===== config.mk =====
export PLATFORM = sky130hd
export DESIGN_NAME = sdram_refresh_sideband
export DESIGN_NICKNAME = d
export VERILOG_FILES = /design/src/logic/sdram_sideband_pkg.sv /design/src/logic/sideband_cfg_if.sv /design/src/logic/sideband_cfg_slave.sv /design/src/logic/sdram_refresh_sideband.sv
export VERILOG_INCLUDE_DIRS = /design/src /design/src/logic
export SDC_FILE = /design/constraint.sdc
export NUM_CORES = 1
export LEC_CHECK = 0
export BUFFER_PORTS_ARGS = -buffer_cell sky130_fd_sc_hd__buf_2
export CAP_MARGIN = 0
export CORE_AREA = 2 2 123 125
export DETAILED_ROUTE_END_ITERATION = 6
export DIE_AREA = 0 0 125 127
export PLACE_DENSITY = 0.79
export SLEW_MARGIN = 20
export SYNTH_ARGS = -nofsm -noshare
export SYNTH_HDL_FRONTEND = slang
export SYNTH_SLANG_ARGS = --single-unit

===== constraint.sdc =====
create_clock -name clk_sys -period 7.2 [get_ports clk_sys]
set_clock_uncertainty 0.1 [all_clocks]
set_input_delay 1.44 -clock clk_sys [delete_from_list [all_inputs] [get_ports clk_sys]]
set_output_delay 1.44 -clock clk_sys [all_outputs]
set_load 0.005 [all_outputs]

===== src/logic/sdram_sideband_regs.svh =====
// Constants for the SDRAM side-band block: offsets, fields, reset values and timing counts
`ifndef SDRAM_SIDEBAND_REGS_SVH
`define SDRAM_SIDEBAND_REGS_SVH

// ****************************************************************
// Geometry and limits
// ****************************************************************
`define NUM_CHIPS          2
`define MAX_REFRESH_BURST  4'd9
`define CFG_ADDR_W         4

// ****************************************************************
// Timing counts (cycles of clk_sys)
// ****************************************************************
`define T_REFRESH_CYC      8'd8
`define T_SR_ENTRY_CYC     8'd4
`define T_SR_EXIT_CYC      8'd10

// ****************************************************************
// Configuration word offsets and reset values
// ****************************************************************
`define CFG_OFS_CTRL       4'h0
`define CFG_OFS_TRFC       4'h1
`define CFG_OFS_TXSR       4'h2
`define CFG_OFS_ADDRW      4'h3
`define CFG_OFS_STATUS     4'h4
`define CFG_CTRL_RST       32'h0000_0001
`define CFG_ADDRW_RST      32'h0000_0D0A
`define CFG_CTRL_EN_BIT    0

`endif


===== src/logic/sdram_sideband_pkg.sv =====
// Types shared by the SDRAM side-band modules
`default_nettype none
`include "sdram_sideband_regs.svh"
package sdram_sideband_pkg;
    typedef logic [`NUM_CHIPS-1:0] chip_mask_t;
    typedef logic [31:0]           word_t;
endpackage
`default_nettype wire


===== src/logic/sideband_cfg_if.sv =====
// Configuration handshake between the side-band top and its config slave
`timescale 1ns/1ps
`default_nettype none
interface sideband_cfg_if;
    logic        wr;
    logic        rd;
    logic [3:0]  addr;
    logic [31:0] wdata;
    logic [31:0] rdata;
    logic        rvalid;
    logic        wait_req;
    logic [7:0]  t_refresh;
    logic [7:0]  t_sr_exit;
    logic        enable;
    logic [31:0] status;
    modport master (output wr, rd, addr, wdata, status, input rdata, rvalid, wait_req, t_refresh, t_sr_exit, enable);
    modport slave  (input wr, rd, addr, wdata, status, output rdata, rvalid, wait_req, t_refresh, t_sr_exit, enable);
endinterface
`default_nettype wire


===== src/logic/sideband_cfg_slave.sv =====
// Configuration and status word slave, on the controller clock
`timescale 1ns/1ps
`default_nettype none
`include "sdram_sideband_regs.svh"
module sideband_cfg_slave
    import sdram_sideband_pkg::*;
#(
    parameter bit ENABLE = 1'b1
) (
    // Clock and reset
    input  wire logic   clk_sys,
    input  wire logic   rst_n,
    // Register side
    sideband_cfg_if.slave cfg
);
    // ****************************************************************
    // Stored words
    // ****************************************************************
    word_t ctrl;
    word_t trfc;
    word_t txsr;
    word_t addrw;
    word_t rdata;
    logic  rvalid;

    // Read selection; unmapped offsets read zero
    wire word_t sel_rdata =
        (cfg.addr == `CFG_OFS_CTRL)   ? ctrl  :
        (cfg.addr == `CFG_OFS_TRFC)   ? trfc  :
        (cfg.addr == `CFG_OFS_TXSR)   ? txsr  :
        (cfg.addr == `CFG_OFS_ADDRW)  ? addrw :
        (cfg.addr == `CFG_OFS_STATUS) ? cfg.status : 32'h0000_0000;

    generate
        if (ENABLE) begin : g_on
            // Writes take effect while the controller runs, same clock, no crossing
            always_ff @(posedge clk_sys or negedge rst_n) begin
                if (!rst_n) begin
                    ctrl  <= `CFG_CTRL_RST;
                    trfc  <= {24'h00_0000, `T_REFRESH_CYC};
                    txsr  <= {24'h00_0000, `T_SR_EXIT_CYC};
                    addrw <= `CFG_ADDRW_RST;
                end else if (cfg.wr) begin
                    if (cfg.addr == `CFG_OFS_CTRL)  ctrl  <= cfg.wdata;
                    if (cfg.addr == `CFG_OFS_TRFC)  trfc  <= cfg.wdata;
                    if (cfg.addr == `CFG_OFS_TXSR)  txsr  <= cfg.wdata;
                    if (cfg.addr == `CFG_OFS_ADDRW) addrw <= cfg.wdata;
                end
            end
            // One-cycle read latency
            always_ff @(posedge clk_sys or negedge rst_n) begin
                if (!rst_n) begin
                    rdata  <= 32'h0000_0000;
                    rvalid <= 1'b0;
                end else begin
                    rdata  <= cfg.rd ? sel_rdata : 32'h0000_0000;
                    rvalid <= cfg.rd;
                end
            end
        end else begin : g_off
            // Removed: constants only, no flops left
            assign ctrl   = `CFG_CTRL_RST;
            assign trfc   = {24'h00_0000, `T_REFRESH_CYC};
            assign txsr   = {24'h00_0000, `T_SR_EXIT_CYC};
            assign addrw  = `CFG_ADDRW_RST;
            assign rdata  = 32'h0000_0000;
            assign rvalid = 1'b0;
        end
    endgenerate

    // Outputs to the block; a zero count is clamped to one cycle
    assign cfg.rdata     = rdata;
    assign cfg.rvalid    = rvalid;
    assign cfg.wait_req  = 1'b0;
    assign cfg.t_refresh = (trfc[7:0] == 8'h00) ? 8'h01 : trfc[7:0];
    assign cfg.t_sr_exit = (txsr[7:0] == 8'h00) ? 8'h01 : txsr[7:0];
    assign cfg.enable    = ctrl[`CFG_CTRL_EN_BIT];
endmodule
`default_nettype wire


===== src/logic/sdram_refresh_sideband.sv =====
// Self-refresh and user refresh side-band sequencer with configuration port
`timescale 1ns/1ps
`default_nettype none
`include "sdram_sideband_regs.svh"
module sdram_refresh_sideband
    import sdram_sideband_pkg::*;
#(
    parameter bit CFG_ENABLE = 1'b1
) (
    // Clock and reset
    input  wire logic                   clk_sys,
    input  wire logic                   reset_n,
    // Low-power interface
    input  wire logic                   lp_req,
    output logic                        lp_ack,
    // User refresh interface
    input  wire logic                   ref_req,
    input  wire logic [`NUM_CHIPS-1:0]  ref_chip,
    output logic                        ref_ack,
    // Command queue arbitration
    input  wire logic                   queue_cmd_valid,
    output logic                        queue_cmd_grant,
    // Memory command strobes
    output logic                        mem_refresh,
    output logic                        mem_sr_enter,
    output logic                        mem_sr_exit,
    output logic [`NUM_CHIPS-1:0]       mem_chip,
    output logic [`NUM_CHIPS-1:0]       mem_in_sr,
    // Configuration port
    input  wire logic                   cfg_write,
    input  wire logic                   cfg_read,
    input  wire logic [`CFG_ADDR_W-1:0] cfg_address,
    input  wire logic [31:0]            cfg_writedata,
    output logic [31:0]                 cfg_readdata,
    output logic                        cfg_readdatavalid,
    output logic                        cfg_waitrequest
);
    // ****************************************************************
    // Reset release
    // ****************************************************************
    logic [1:0] rst_sync;
    logic       rst_n;
    // Two flops so release is clean to the clock
    always_ff @(posedge clk_sys or negedge reset_n) begin
        if (!reset_n) rst_sync <= 2'b00;
        else          rst_sync <= {rst_sync[0], 1'b1};
    end
    assign rst_n = rst_sync[1];

    // ****************************************************************
    // Configuration slave
    // ****************************************************************
    sideband_cfg_if cfg ();
    assign cfg.wr     = cfg_write;
    assign cfg.rd     = cfg_read;
    assign cfg.addr   = cfg_address;
    assign cfg.wdata  = cfg_writedata;
    sideband_cfg_slave #(.ENABLE(CFG_ENABLE)) u_cfg (
        .clk_sys (clk_sys),
        .rst_n   (rst_n),
        .cfg     (cfg)
    );
    assign cfg_readdata      = cfg.rdata;
    assign cfg_readdatavalid = cfg.rvalid;
    assign cfg_waitrequest   = cfg.wait_req;

    // ****************************************************************
    // Sequencer state
    // ****************************************************************
    typedef enum logic [2:0] {ST_IDLE, ST_REFRESH, ST_SR_ENTER, ST_IN_SR, ST_SR_EXIT} seq_e;
    seq_e        state;
    seq_e        next_state;
    logic [7:0]  timer;
    logic [7:0]  next_timer;
    logic [3:0]  burst;
    logic [3:0]  next_burst;
    chip_mask_t  sr_chips;
    chip_mask_t  next_sr_chips;
    chip_mask_t  cmd_chip;
    chip_mask_t  next_cmd_chip;
    logic        lp_ack_q;
    logic        next_lp_ack;

    // True when two chip masks name no chip in common
    function automatic logic chips_apart(input chip_mask_t a, input chip_mask_t b);
        return (a & b) == '0;
    endfunction

    // Decoded conditions; refresh may run beside self-refresh of the other chips
    wire logic       timer_done = (timer == 8'h01);
    wire logic       ref_ok     = ref_req && (ref_chip != '0) && chips_apart(ref_chip, sr_chips);
    wire logic       burst_full = (burst >= `MAX_REFRESH_BURST);
    wire logic       start_ref  = ref_ok && !burst_full && cfg.enable;
    wire logic       ref_slot   = (state == ST_IDLE) || (state == ST_IN_SR);
    wire logic       issue_ref  = ref_slot && start_ref;
    wire chip_mask_t sr_target  = ~ref_chip;
    // An entry naming no chip waits, so lp_ack never rises over an empty mask
    wire logic       sr_go      = lp_req && cfg.enable && (sr_target != '0);

    // Next-state decode; refresh checked before self-refresh entry
    always_comb begin
        next_state    = state;
        next_timer    = (timer != 8'h00) ? timer - 8'h01 : 8'h00;
        next_burst    = burst;
        next_sr_chips = sr_chips;
        next_cmd_chip = cmd_chip;
        next_lp_ack   = lp_ack_q;
        // A dropped request ends the run of back-to-back refreshes in any state
        if (!ref_req) next_burst = 4'h0;
        unique case (state)
            ST_IDLE: begin
                if (start_ref) begin
                    next_state    = ST_REFRESH;
                    next_timer    = cfg.t_refresh;
                    next_cmd_chip = ref_chip;
                    next_burst    = burst + 4'h1;
                end else if (sr_go) begin
                    next_state    = ST_SR_ENTER;
                    next_timer    = `T_SR_ENTRY_CYC;
                    next_cmd_chip = sr_target;
                end
            end
            ST_REFRESH: begin
                // Back to self-refresh while the other chips still sleep
                if (timer_done && (sr_chips != '0)) begin
                    next_state = ST_IN_SR;
                end else if (timer_done) begin
                    next_state = ST_IDLE;
                end
            end
            ST_SR_ENTER: begin
                if (timer_done) begin
                    next_state    = ST_IN_SR;
                    next_sr_chips = cmd_chip;
                    next_lp_ack   = 1'b1;
                end
            end
            ST_IN_SR: begin
                // Refresh of the chips left awake goes first
                if (start_ref) begin
                    next_state    = ST_REFRESH;
                    next_timer    = cfg.t_refresh;
                    next_cmd_chip = ref_chip;
                    next_burst    = burst + 4'h1;
                end else if (!lp_req) begin
                    next_state = ST_SR_EXIT;
                    next_timer = cfg.t_sr_exit;
                end
            end
            ST_SR_EXIT: begin
                if (timer_done) begin
                    next_state    = ST_IDLE;
                    next_sr_chips = '0;
                    next_lp_ack   = 1'b0;
                end
            end
        endcase
    end

    // State registers
    always_ff @(posedge clk_sys or negedge rst_n) begin
        if (!rst_n) begin
            state    <= ST_IDLE;
            timer    <= 8'h00;
            burst    <= 4'h0;
            sr_chips <= '0;
            cmd_chip <= '0;
            lp_ack_q <= 1'b0;
        end else begin
            state    <= next_state;
            timer    <= next_timer;
            burst    <= next_burst;
            sr_chips <= next_sr_chips;
            cmd_chip <= next_cmd_chip;
            lp_ack_q <= next_lp_ack;
        end
    end

    // ****************************************************************
    // Command strobes and acknowledges
    // ****************************************************************
    logic ref_ack_q;
    logic ref_cmd_q;
    logic sr_enter_q;
    logic sr_exit_q;
    chip_mask_t mem_chip_q;
    // Registered one-cycle strobes, one per command
    always_ff @(posedge clk_sys or negedge rst_n) begin
        if (!rst_n) begin
            ref_ack_q  <= 1'b0;
            ref_cmd_q  <= 1'b0;
            sr_enter_q <= 1'b0;
            sr_exit_q  <= 1'b0;
            mem_chip_q <= '0;
        end else begin
            ref_ack_q  <= issue_ref;
            ref_cmd_q  <= issue_ref;
            sr_enter_q <= (state == ST_IDLE) && !start_ref && sr_go;
            sr_exit_q  <= (state == ST_IN_SR) && !start_ref && !lp_req;
            mem_chip_q <= next_cmd_chip;
        end
    end

    // Queued reads and writes only pass in ST_IDLE when no refresh starts that cycle
    assign queue_cmd_grant = queue_cmd_valid && (state == ST_IDLE) && !start_ref;
    assign cfg.status      = {24'h00_0000, 2'b00, burst, lp_ack_q, (state != ST_IDLE)};
    assign lp_ack          = lp_ack_q;
    assign ref_ack         = ref_ack_q;
    assign mem_refresh     = ref_cmd_q;
    assign mem_sr_enter    = sr_enter_q;
    assign mem_sr_exit     = sr_exit_q;
    assign mem_chip        = mem_chip_q;
    assign mem_in_sr       = sr_chips;

    // ****************************************************************
    // Assertions
    // ****************************************************************
    property p_ack_pulse;
        @(posedge clk_sys) disable iff (!rst_n) ref_ack |=> !ref_ack;
    endproperty
    a_ack_pulse: assert property (p_ack_pulse) else $error("refresh ack longer than one cycle");

    property p_ack_with_cmd;
        @(posedge clk_sys) disable iff (!rst_n) ref_ack |-> mem_refresh && (mem_chip != '0);
    endproperty
    a_ack_with_cmd: assert property (p_ack_with_cmd) else $error("ack without refresh command");

    property p_no_overlap;
        @(posedge clk_sys) disable iff (!rst_n) mem_refresh |-> chips_apart(mem_chip, mem_in_sr);
    endproperty
    a_no_overlap: assert property (p_no_overlap) else $error("refresh hits chip in self-refresh");

    property p_burst_cap;
        @(posedge clk_sys) disable iff (!rst_n) burst <= 4'd9;
    endproperty
    a_burst_cap: assert property (p_burst_cap) else $error("more than nine refreshes back to back");

    property p_grant_blocked;
        @(posedge clk_sys) disable iff (!rst_n) (state == ST_IDLE && start_ref) |-> !queue_cmd_grant;
    endproperty
    a_grant_blocked: assert property (p_grant_blocked) else $error("queue granted over refresh");

    property p_lp_ack_after_sr;
        @(posedge clk_sys) disable iff (!rst_n) $rose(lp_ack) |-> (mem_in_sr != '0) && $past(state) == ST_SR_ENTER;
    endproperty
    a_lp_ack_after_sr: assert property (p_lp_ack_after_sr) else $error("lp ack before self-refresh");

    property p_lp_ack_holds;
        @(posedge clk_sys) disable iff (!rst_n) $fell(lp_ack) |-> $past(state) == ST_SR_EXIT && mem_in_sr == '0;
    endproperty
    a_lp_ack_holds: assert property (p_lp_ack_holds) else $error("lp ack fell before exit");

    property p_exit_follows;
        @(posedge clk_sys) disable iff (!rst_n)
            (lp_ack && !lp_req && !start_ref && state == ST_IN_SR) |=> ##[0:256] !lp_ack;
    endproperty
    a_exit_follows: assert property (p_exit_follows) else $error("self-refresh exit too slow");

    property p_any_chip;
        @(posedge clk_sys) disable iff (!rst_n) lp_ack |-> (mem_in_sr != '0);
    endproperty
    a_any_chip: assert property (p_any_chip) else $error("lp ack with no chip in self-refresh");

    property p_sr_enter_pulse;
        @(posedge clk_sys) disable iff (!rst_n) mem_sr_enter |=> !mem_sr_enter;
    endproperty
    a_sr_enter_pulse: assert property (p_sr_enter_pulse) else $error("entry strobe too long");

    property p_burst_clear;
        @(posedge clk_sys) disable iff (!rst_n) !ref_req |=> burst == 4'h0;
    endproperty
    a_burst_clear: assert property (p_burst_clear) else $error("burst kept after request fell");

    property p_exit_cmd;
        @(posedge clk_sys) disable iff (!rst_n) mem_sr_exit |-> (state == ST_SR_EXIT) && lp_ack;
    endproperty
    a_exit_cmd: assert property (p_exit_cmd) else $error("exit command without held ack");

    property p_ref_chip;
        @(posedge clk_sys) disable iff (!rst_n) ref_ack |-> mem_chip == $past(ref_chip);
    endproperty
    a_ref_chip: assert property (p_ref_chip) else $error("refresh sent to wrong chip");

    // Main scenarios, refresh beside self-refresh included
    c_single_ref:  cover property (@(posedge clk_sys) disable iff (!rst_n) ref_ack ##1 !ref_req);
    c_burst_nine:  cover property (@(posedge clk_sys) disable iff (!rst_n) burst == 4'd9);
    c_lp_cycle:    cover property (@(posedge clk_sys) disable iff (!rst_n) $rose(lp_ack) ##[1:300] $fell(lp_ack));
    c_ref_over_q:  cover property (@(posedge clk_sys) disable iff (!rst_n) queue_cmd_valid && issue_ref);
    c_ref_in_sr:   cover property (@(posedge clk_sys) disable iff (!rst_n) mem_refresh && (mem_in_sr != '0));
endmodule
`default_nettype wire


==> results of run 1 <==
## power by group through the flow
stage               clock, mW  sequential, mW  combinational (mW)
finish                  0.969            1.35               0.334
CTS                     0.979            1.34               0.338
floorplan                   0            1.33               0.247
detailed placement          0            1.36               0.335
global placement            0            1.34               0.313
global route             1.02            1.37               0.366
## metal layers
metal / routed length [um] / track usage
met1: 7810 / 0.311
met2: 9940 / 0.439
met3: 1080 / 0.0599
met4: 286 / 0.0673
met5: 27 / 0
## cells in the mapped netlist, drive strengths merged (2+ instances only)
cell type | number | area, um2
dfrtp | 177 | 4430
mux2 | 153 | 1720
nand2 | 29 | 109
nor2b | 28 | 175
a222oi | 26 | 260
buf | 23 | 120
nor2 | 23 | 88.8
a21oi | 16 | 80.1
clkbuf | 16 | 60.1
nand3 | 15 | 75.1
inv | 13 | 48.8
mux2i | 10 | 100
o21ai | 10 | 50.1
dfstp | 9 | 236
a22oi | 6 | 45.0
nor3 | 6 | 30.0
o221ai | 6 | 58.8
a21o | 5 | 38.8
ha | 5 | 62.6
a211oi | 4 | 30.0
nor3b | 4 | 46.3
nor4 | 4 | 55.1
o211a | 4 | 40.0
o211ai | 4 | 30.0
xnor2 | 4 | 35.0
nand2b | 3 | 18.8
o22ai | 3 | 18.8
o311ai | 3 | 26.3
or4 | 3 | 30.0
a31oi | 2 | 12.5
a32oi | 2 | 17.5
and2 | 2 | 12.5
conb | 2 | 7.51
nor4b | 2 | 23.8
o31a | 2 | 17.5
o31ai | 2 | 15.0
## metrics by stage
| stage | utilization | hold WS, ps | setup slack (ps) | instances |
|---|---|---|---|---|
| finish | 0.663 | 250 | 2650 | 913 |
| global route | 0.663 | 263 | 2540 | 912 |
| CTS | 0.663 | 252 | 2680 | 912 |
| detailed placement | 0.620 | 242 | 2710 | 880 |
| global placement | 0.620 | 238 | 2740 | 880 |
| floorplan | - | 231 | 1550 | 643 |
## placed cells by master (no fill, tap or decap), types with 5 or more instances in the layout
cell type    n
inv_1       13
nor2_1      22
mux2_2     148
buf_2       87
nor2b_1     28
ha_1         5
o21ai_0     10
dfrtp_1    176
a21oi_1     16
dfstp_2      9
mux2i_1     10
buf_4        5
a222oi_1    26
a22oi_1      6
clkbuf_16   17
nand3_1     14
nand2_1     27
nor3_1       6
o221ai_1     5
mux2_1       5
## area by class of cell
cell class | count | area (um2) | area share
well taps | 184 | 230 | 0.0241
flip-flops and latches | 186 | 4670 | 0.488
diodes | 1 | 2.50 | 0.000262
inverters | 13 | 48.8 | 0.00510
multi-input cells | 405 | 3520 | 0.368
clock buffers | 18 | 439 | 0.0459
clock inverters | 14 | 183 | 0.0191
repair buffers | 92 | 473 | 0.0495
## worst paths after layout
| path | slack [ps] | cells past startpoint | end |
|---|---|---|---|
| worst max-delay path | 2650 | 6 | queue_cmd_grant |
| worst min-delay path | 250 | 0 | rst_sync[1] |
| worst max register to register | 4460 | 5 | timer[4] |
| max in group asynchronous | 4620 | 2 | u_cfg.trfc[13] |
| min in group asynchronous | 360 | 0 | u_cfg.cfg.rdata[30] |
| worst min register to register | 250 | 0 | rst_sync[1] |
## cells by family after synthesis
family | Yosys count | synth area share
adder cells (fa/ha/maj) | 5 | 0.00746
buffers and inverters | 52 | 0.0273
other | 2 | 0.000895
AO/OA/AOI/OAI | 107 | 0.103
multiplexers | 163 | 0.217
AND/OR/NAND/NOR | 124 | 0.0832
XOR/XNOR | 4 | 0.00418
flip-flops | 186 | 0.556
## flip-flops by register name (all words and copies together), names as in the netlist, 3 cells and up
register	cells
burst	4
state	3
timer	8
u_cfg.ctrl	32
u_cfg.txsr	32
u_cfg.addrw	32
u_cfg.cfg.rdata	32
u_cfg.trfc	32
==> metrics, run 1 <==
die height 127 um; total grt overflow 0; Main synth FF type dfrtp_1; max incr delay on CP 510 ps; Reg2Reg Launch Point state[1]; Worst EP arrival 3010 ps; PostCTS Resize Cnt 0; CTS Root Cell clkbuf_16; sequential area share after synthesis 0.556; DRC errors left 0; Vias 5685; Final Hold Fails 0; Die Area 0.0159 mm2; clock power share 0.366; share of layout cells above drive strength 1 0.411; worst min-delay path class reg -> reg; largest net degree at the start of global routing between 60 and 70; Leakage around 4.4 nW; Final period util 0.631; IR drop worst, VDD 242 uV; FFs w/ async S/R, synth 1.00; DRT antenna net count 0; Wirelength per Cell 21.0 um; Starting Density 0.582; CP max FO 11; maximum root-to-sink buffer count 2; CP max stage cell a2111oi_4; EDFF count, synth 0; family with the most delay on the worst path simple AND/OR/NAND/NOR gates; status complete, no violations; Pwr Density 277 mW/mm2; Setup Total Neg Slack 0 ps; CP Capture Type primary output; Net Sw Frac 0.258; placed instance area 0.00894 mm2; sequential power share 0.508; post-route cell area 0.00956 mm2; number of global-route vias before repair 6010; Max Clock Freq 220 MHz; clock buffers created by TritonCTS 17; Slew headroom 0.255; Worst Path Buf+Inv 2; synthesized area between 0.008 and 0.009 mm2; Die Wd 125 um; Int Pwr 1.97 mW; GP Congestion 0.894; core area around 0.014 mm2; Mapped Avg Cell Area 13.0 um2; synthesized flop and latch total approximately 190; Final nets 765; drt first-iter violations 526; register clock-pin slew on the reported worst setup and hold paths 70 ps; WS Path Type in -> out; Syn Nets 693; Setup violations, final 0; Post-Synthesis Cells 643; PnR Total Power 2.65 mW; first-pass GRT wire length approximately 31 mm; Area Growth Syn to Fin 14.0%; Required @ worst endpoint 5660 ps; worst-margin pin slew 1120 ps; Worst Setup SP ref_req; min Tclk post-route 4550 ps; Startpoint Class input port; clock latency on the worst-skew pair between 400 and 500 ps; RSZ-0062 raised after global routing false; Clock Sinks about 190; Net Sw Power 0.683 mW; TritonCTS clock tree done; via density per instance between 6 and 7; first-pass detailed-route iteration total 7; Setup Buffers After CTS 0; Synth Warn # 0; H-Tree Depth 4; initial antenna violation count 2; Synth cell types 64; Slew Viols, Final 0; # fillers about 1100; hold buffers post-CTS 0; Tot GR Track Use 0.249; logic gate share of total power 0.126; hold path start rst_sync[0]; FP Rows 44; worst-path cell chain buf_2 > nand2_1 > a2111oi_4 > nand2_1 > and3_1 > buf_2; WL final between 15 and 20 mm; IO Pins 89; number of buffers added on ports between 80 and 90; DP Wirelength 12.2 mm; max_cap viols 0
(Power assumes the default switching activity.)
==> run 2, diff against run 1 <==
Clock period 7.2 ns to 4.76 ns, I/O delays scaled along.
==> run 2 against run 1 <==
Core utilization barely moved; sequential cell count unchanged; via count up 0.60%; highest routed layer is now met4; worst hold slack got worse by 60 ps.
==> metrics, run 2 (synthesized netlist as in run 1, its figures left out) <==
DRC errors left 0 (unchanged); Setup Buffers After CTS 0 (unchanged); Startpoint Class flip-flop; FP Rows 44 (unchanged); total grt overflow 0 (unchanged); GP Congestion 0.876 (-2.0%); maximum root-to-sink buffer count 2 (unchanged); Slew headroom 0.284 (+0.0288); Tot GR Track Use 0.240 (-0.00944); first-pass GRT wire length 30.1 mm (-3.9%); Final period util 0.783; Leakage 4.38 nW (+0.16%); clock buffers created by TritonCTS 17 (unchanged); commonest non-fill, non-tap cell in the layout dfrtp_1; RSZ-0062 raised after global routing false; most frequent cells in the layout dfrtp_1 (176), mux2_2 (148), buf_2 (87); Clock Sinks 186 (unchanged); clock latency on the worst-skew pair 440 ps (about the same); status complete, no violations; Area Growth Syn to Fin 14.0% (about the same); core area 0.0144 mm2 (unchanged); IR drop worst, VDD 291 uV (+20%); CP max FO 11 (unchanged); worst-margin pin slew 1070 ps (-45.8 ps); CP Capture Type primary output; IO Pins 89 (unchanged); DP Wirelength 12.0 mm (-1.3%); Die Area 0.0159 mm2 (unchanged); Pwr Density 414 mW/mm2 (+50%); Setup Total Neg Slack 0 ps (unchanged); register clock-pin slew on the reported worst setup and hold paths 70 ps (about the same); Vias 5719 (+0.60%); PnR Total Power 3.96 mW (+50%); initial antenna violation count 1 (-1); post-route cell area 0.00957 mm2 (about the same); largest net degree at the start of global routing 79 (+14%); Setup violations, final 0 (unchanged); Final Hold Fails 0 (unchanged); CTS Root Cell clkbuf_16; number of buffers added on ports 87 (unchanged); die height 127 um (unchanged); WL final 18.7 mm (-2.5%); Wirelength per Cell 20.4 um (-2.9%); worst min-delay path class in -> async; Slew Viols, Final 0 (unchanged); Worst EP arrival 2670 ps (-340 ps); drt first-iter violations 673 (+28%); placed instance area 0.00896 mm2 (+0.28%); Die Wd 125 um (unchanged); Starting Density 0.582 (unchanged); Final nets 769 (+0.52%); WS Path Type reg -> out; DRT antenna net count 0 (unchanged); min Tclk post-route 3730 ps; Max Clock Freq ~270 MHz; number of global-route vias before repair 5927 (-1.4%); first-pass detailed-route iteration total 6 (-1); dpl ws 1240 ps (-1470 ps); hold buffers post-CTS 0 (unchanged); Final Worst Setup Slack 1030 ps (-1620 ps); max_cap viols 0 (unchanged); H-Tree Depth 4 (unchanged); share of layout cells above drive strength 1 0.411 (+0.000488); TritonCTS clock tree done; PostCTS Resize Cnt 0 (unchanged); via density per instance 6.24 (+0.16%); Required @ worst endpoint 3710 ps (-1950 ps)
## run 2: per-stage QoR
stage | utilization | cells | hold WS [ps]
finish | 0.663 | 917 | 190
CTS | 0.663 | 916 | 179
detailed placement | 0.621 | 884 | 236
floorplan | - | 643 | 231
global route | 0.663 | 916 | 182
global placement | 0.621 | 884 | 239
## run 2: cell type report
type / instances / area, um2
well taps: 184 / 230
clock inverters: 15 / 174
fillers: 1036 / 4860
inverters: 13 / 48.8
flip-flops and latches: 186 / 4670
multi-input cells: 405 / 3510
clock buffers: 17 / 425
repair buffers: 96 / 503
diodes: 1 / 2.50
## run 2: final timing paths
check / from / to / slack (ps) / depth (start not counted)
worst max-delay path: burst[0] / queue_cmd_grant / 1030 / 5
worst min-delay path: reset_n / rst_sync[0] / 190 / 1
worst max register to register: state[0] / timer[4] / 2040 / 5
worst min register to register: rst_sync[0] / rst_sync[1] / 250 / 0
max in group asynchronous: rst_sync[1] / u_cfg.trfc[3] / 3040 / 1
min in group clk_sys: rst_sync[0] / rst_sync[1] / 250 / 0
## run 2: metal layers
metal  part of all wire  GRT usage  wire [um]  vias to the layer above
li1                   -          -          -                     2539
met1               0.41      0.301       7610                     2932
met2               0.51      0.405       9490                      211
met3              0.062     0.0511       1170                       37
met4              0.022      0.105        403                        0
met5                  0          0          0                        -
## run 2: worst max-delay path: stages (launching register included)
cell     delay [ps]
dfrtp_1         460
ha_1            250
o31ai_1         650
nand2_1         440
and3_1          310
buf_2           120
## run 2: where the power goes
| part | internal (mW) | switching (mW) |
|---|---|---|
| clock | 0.755 | 0.670 |
| sequential | 1.86 | 0.175 |
| combinational | 0.298 | 0.205 |
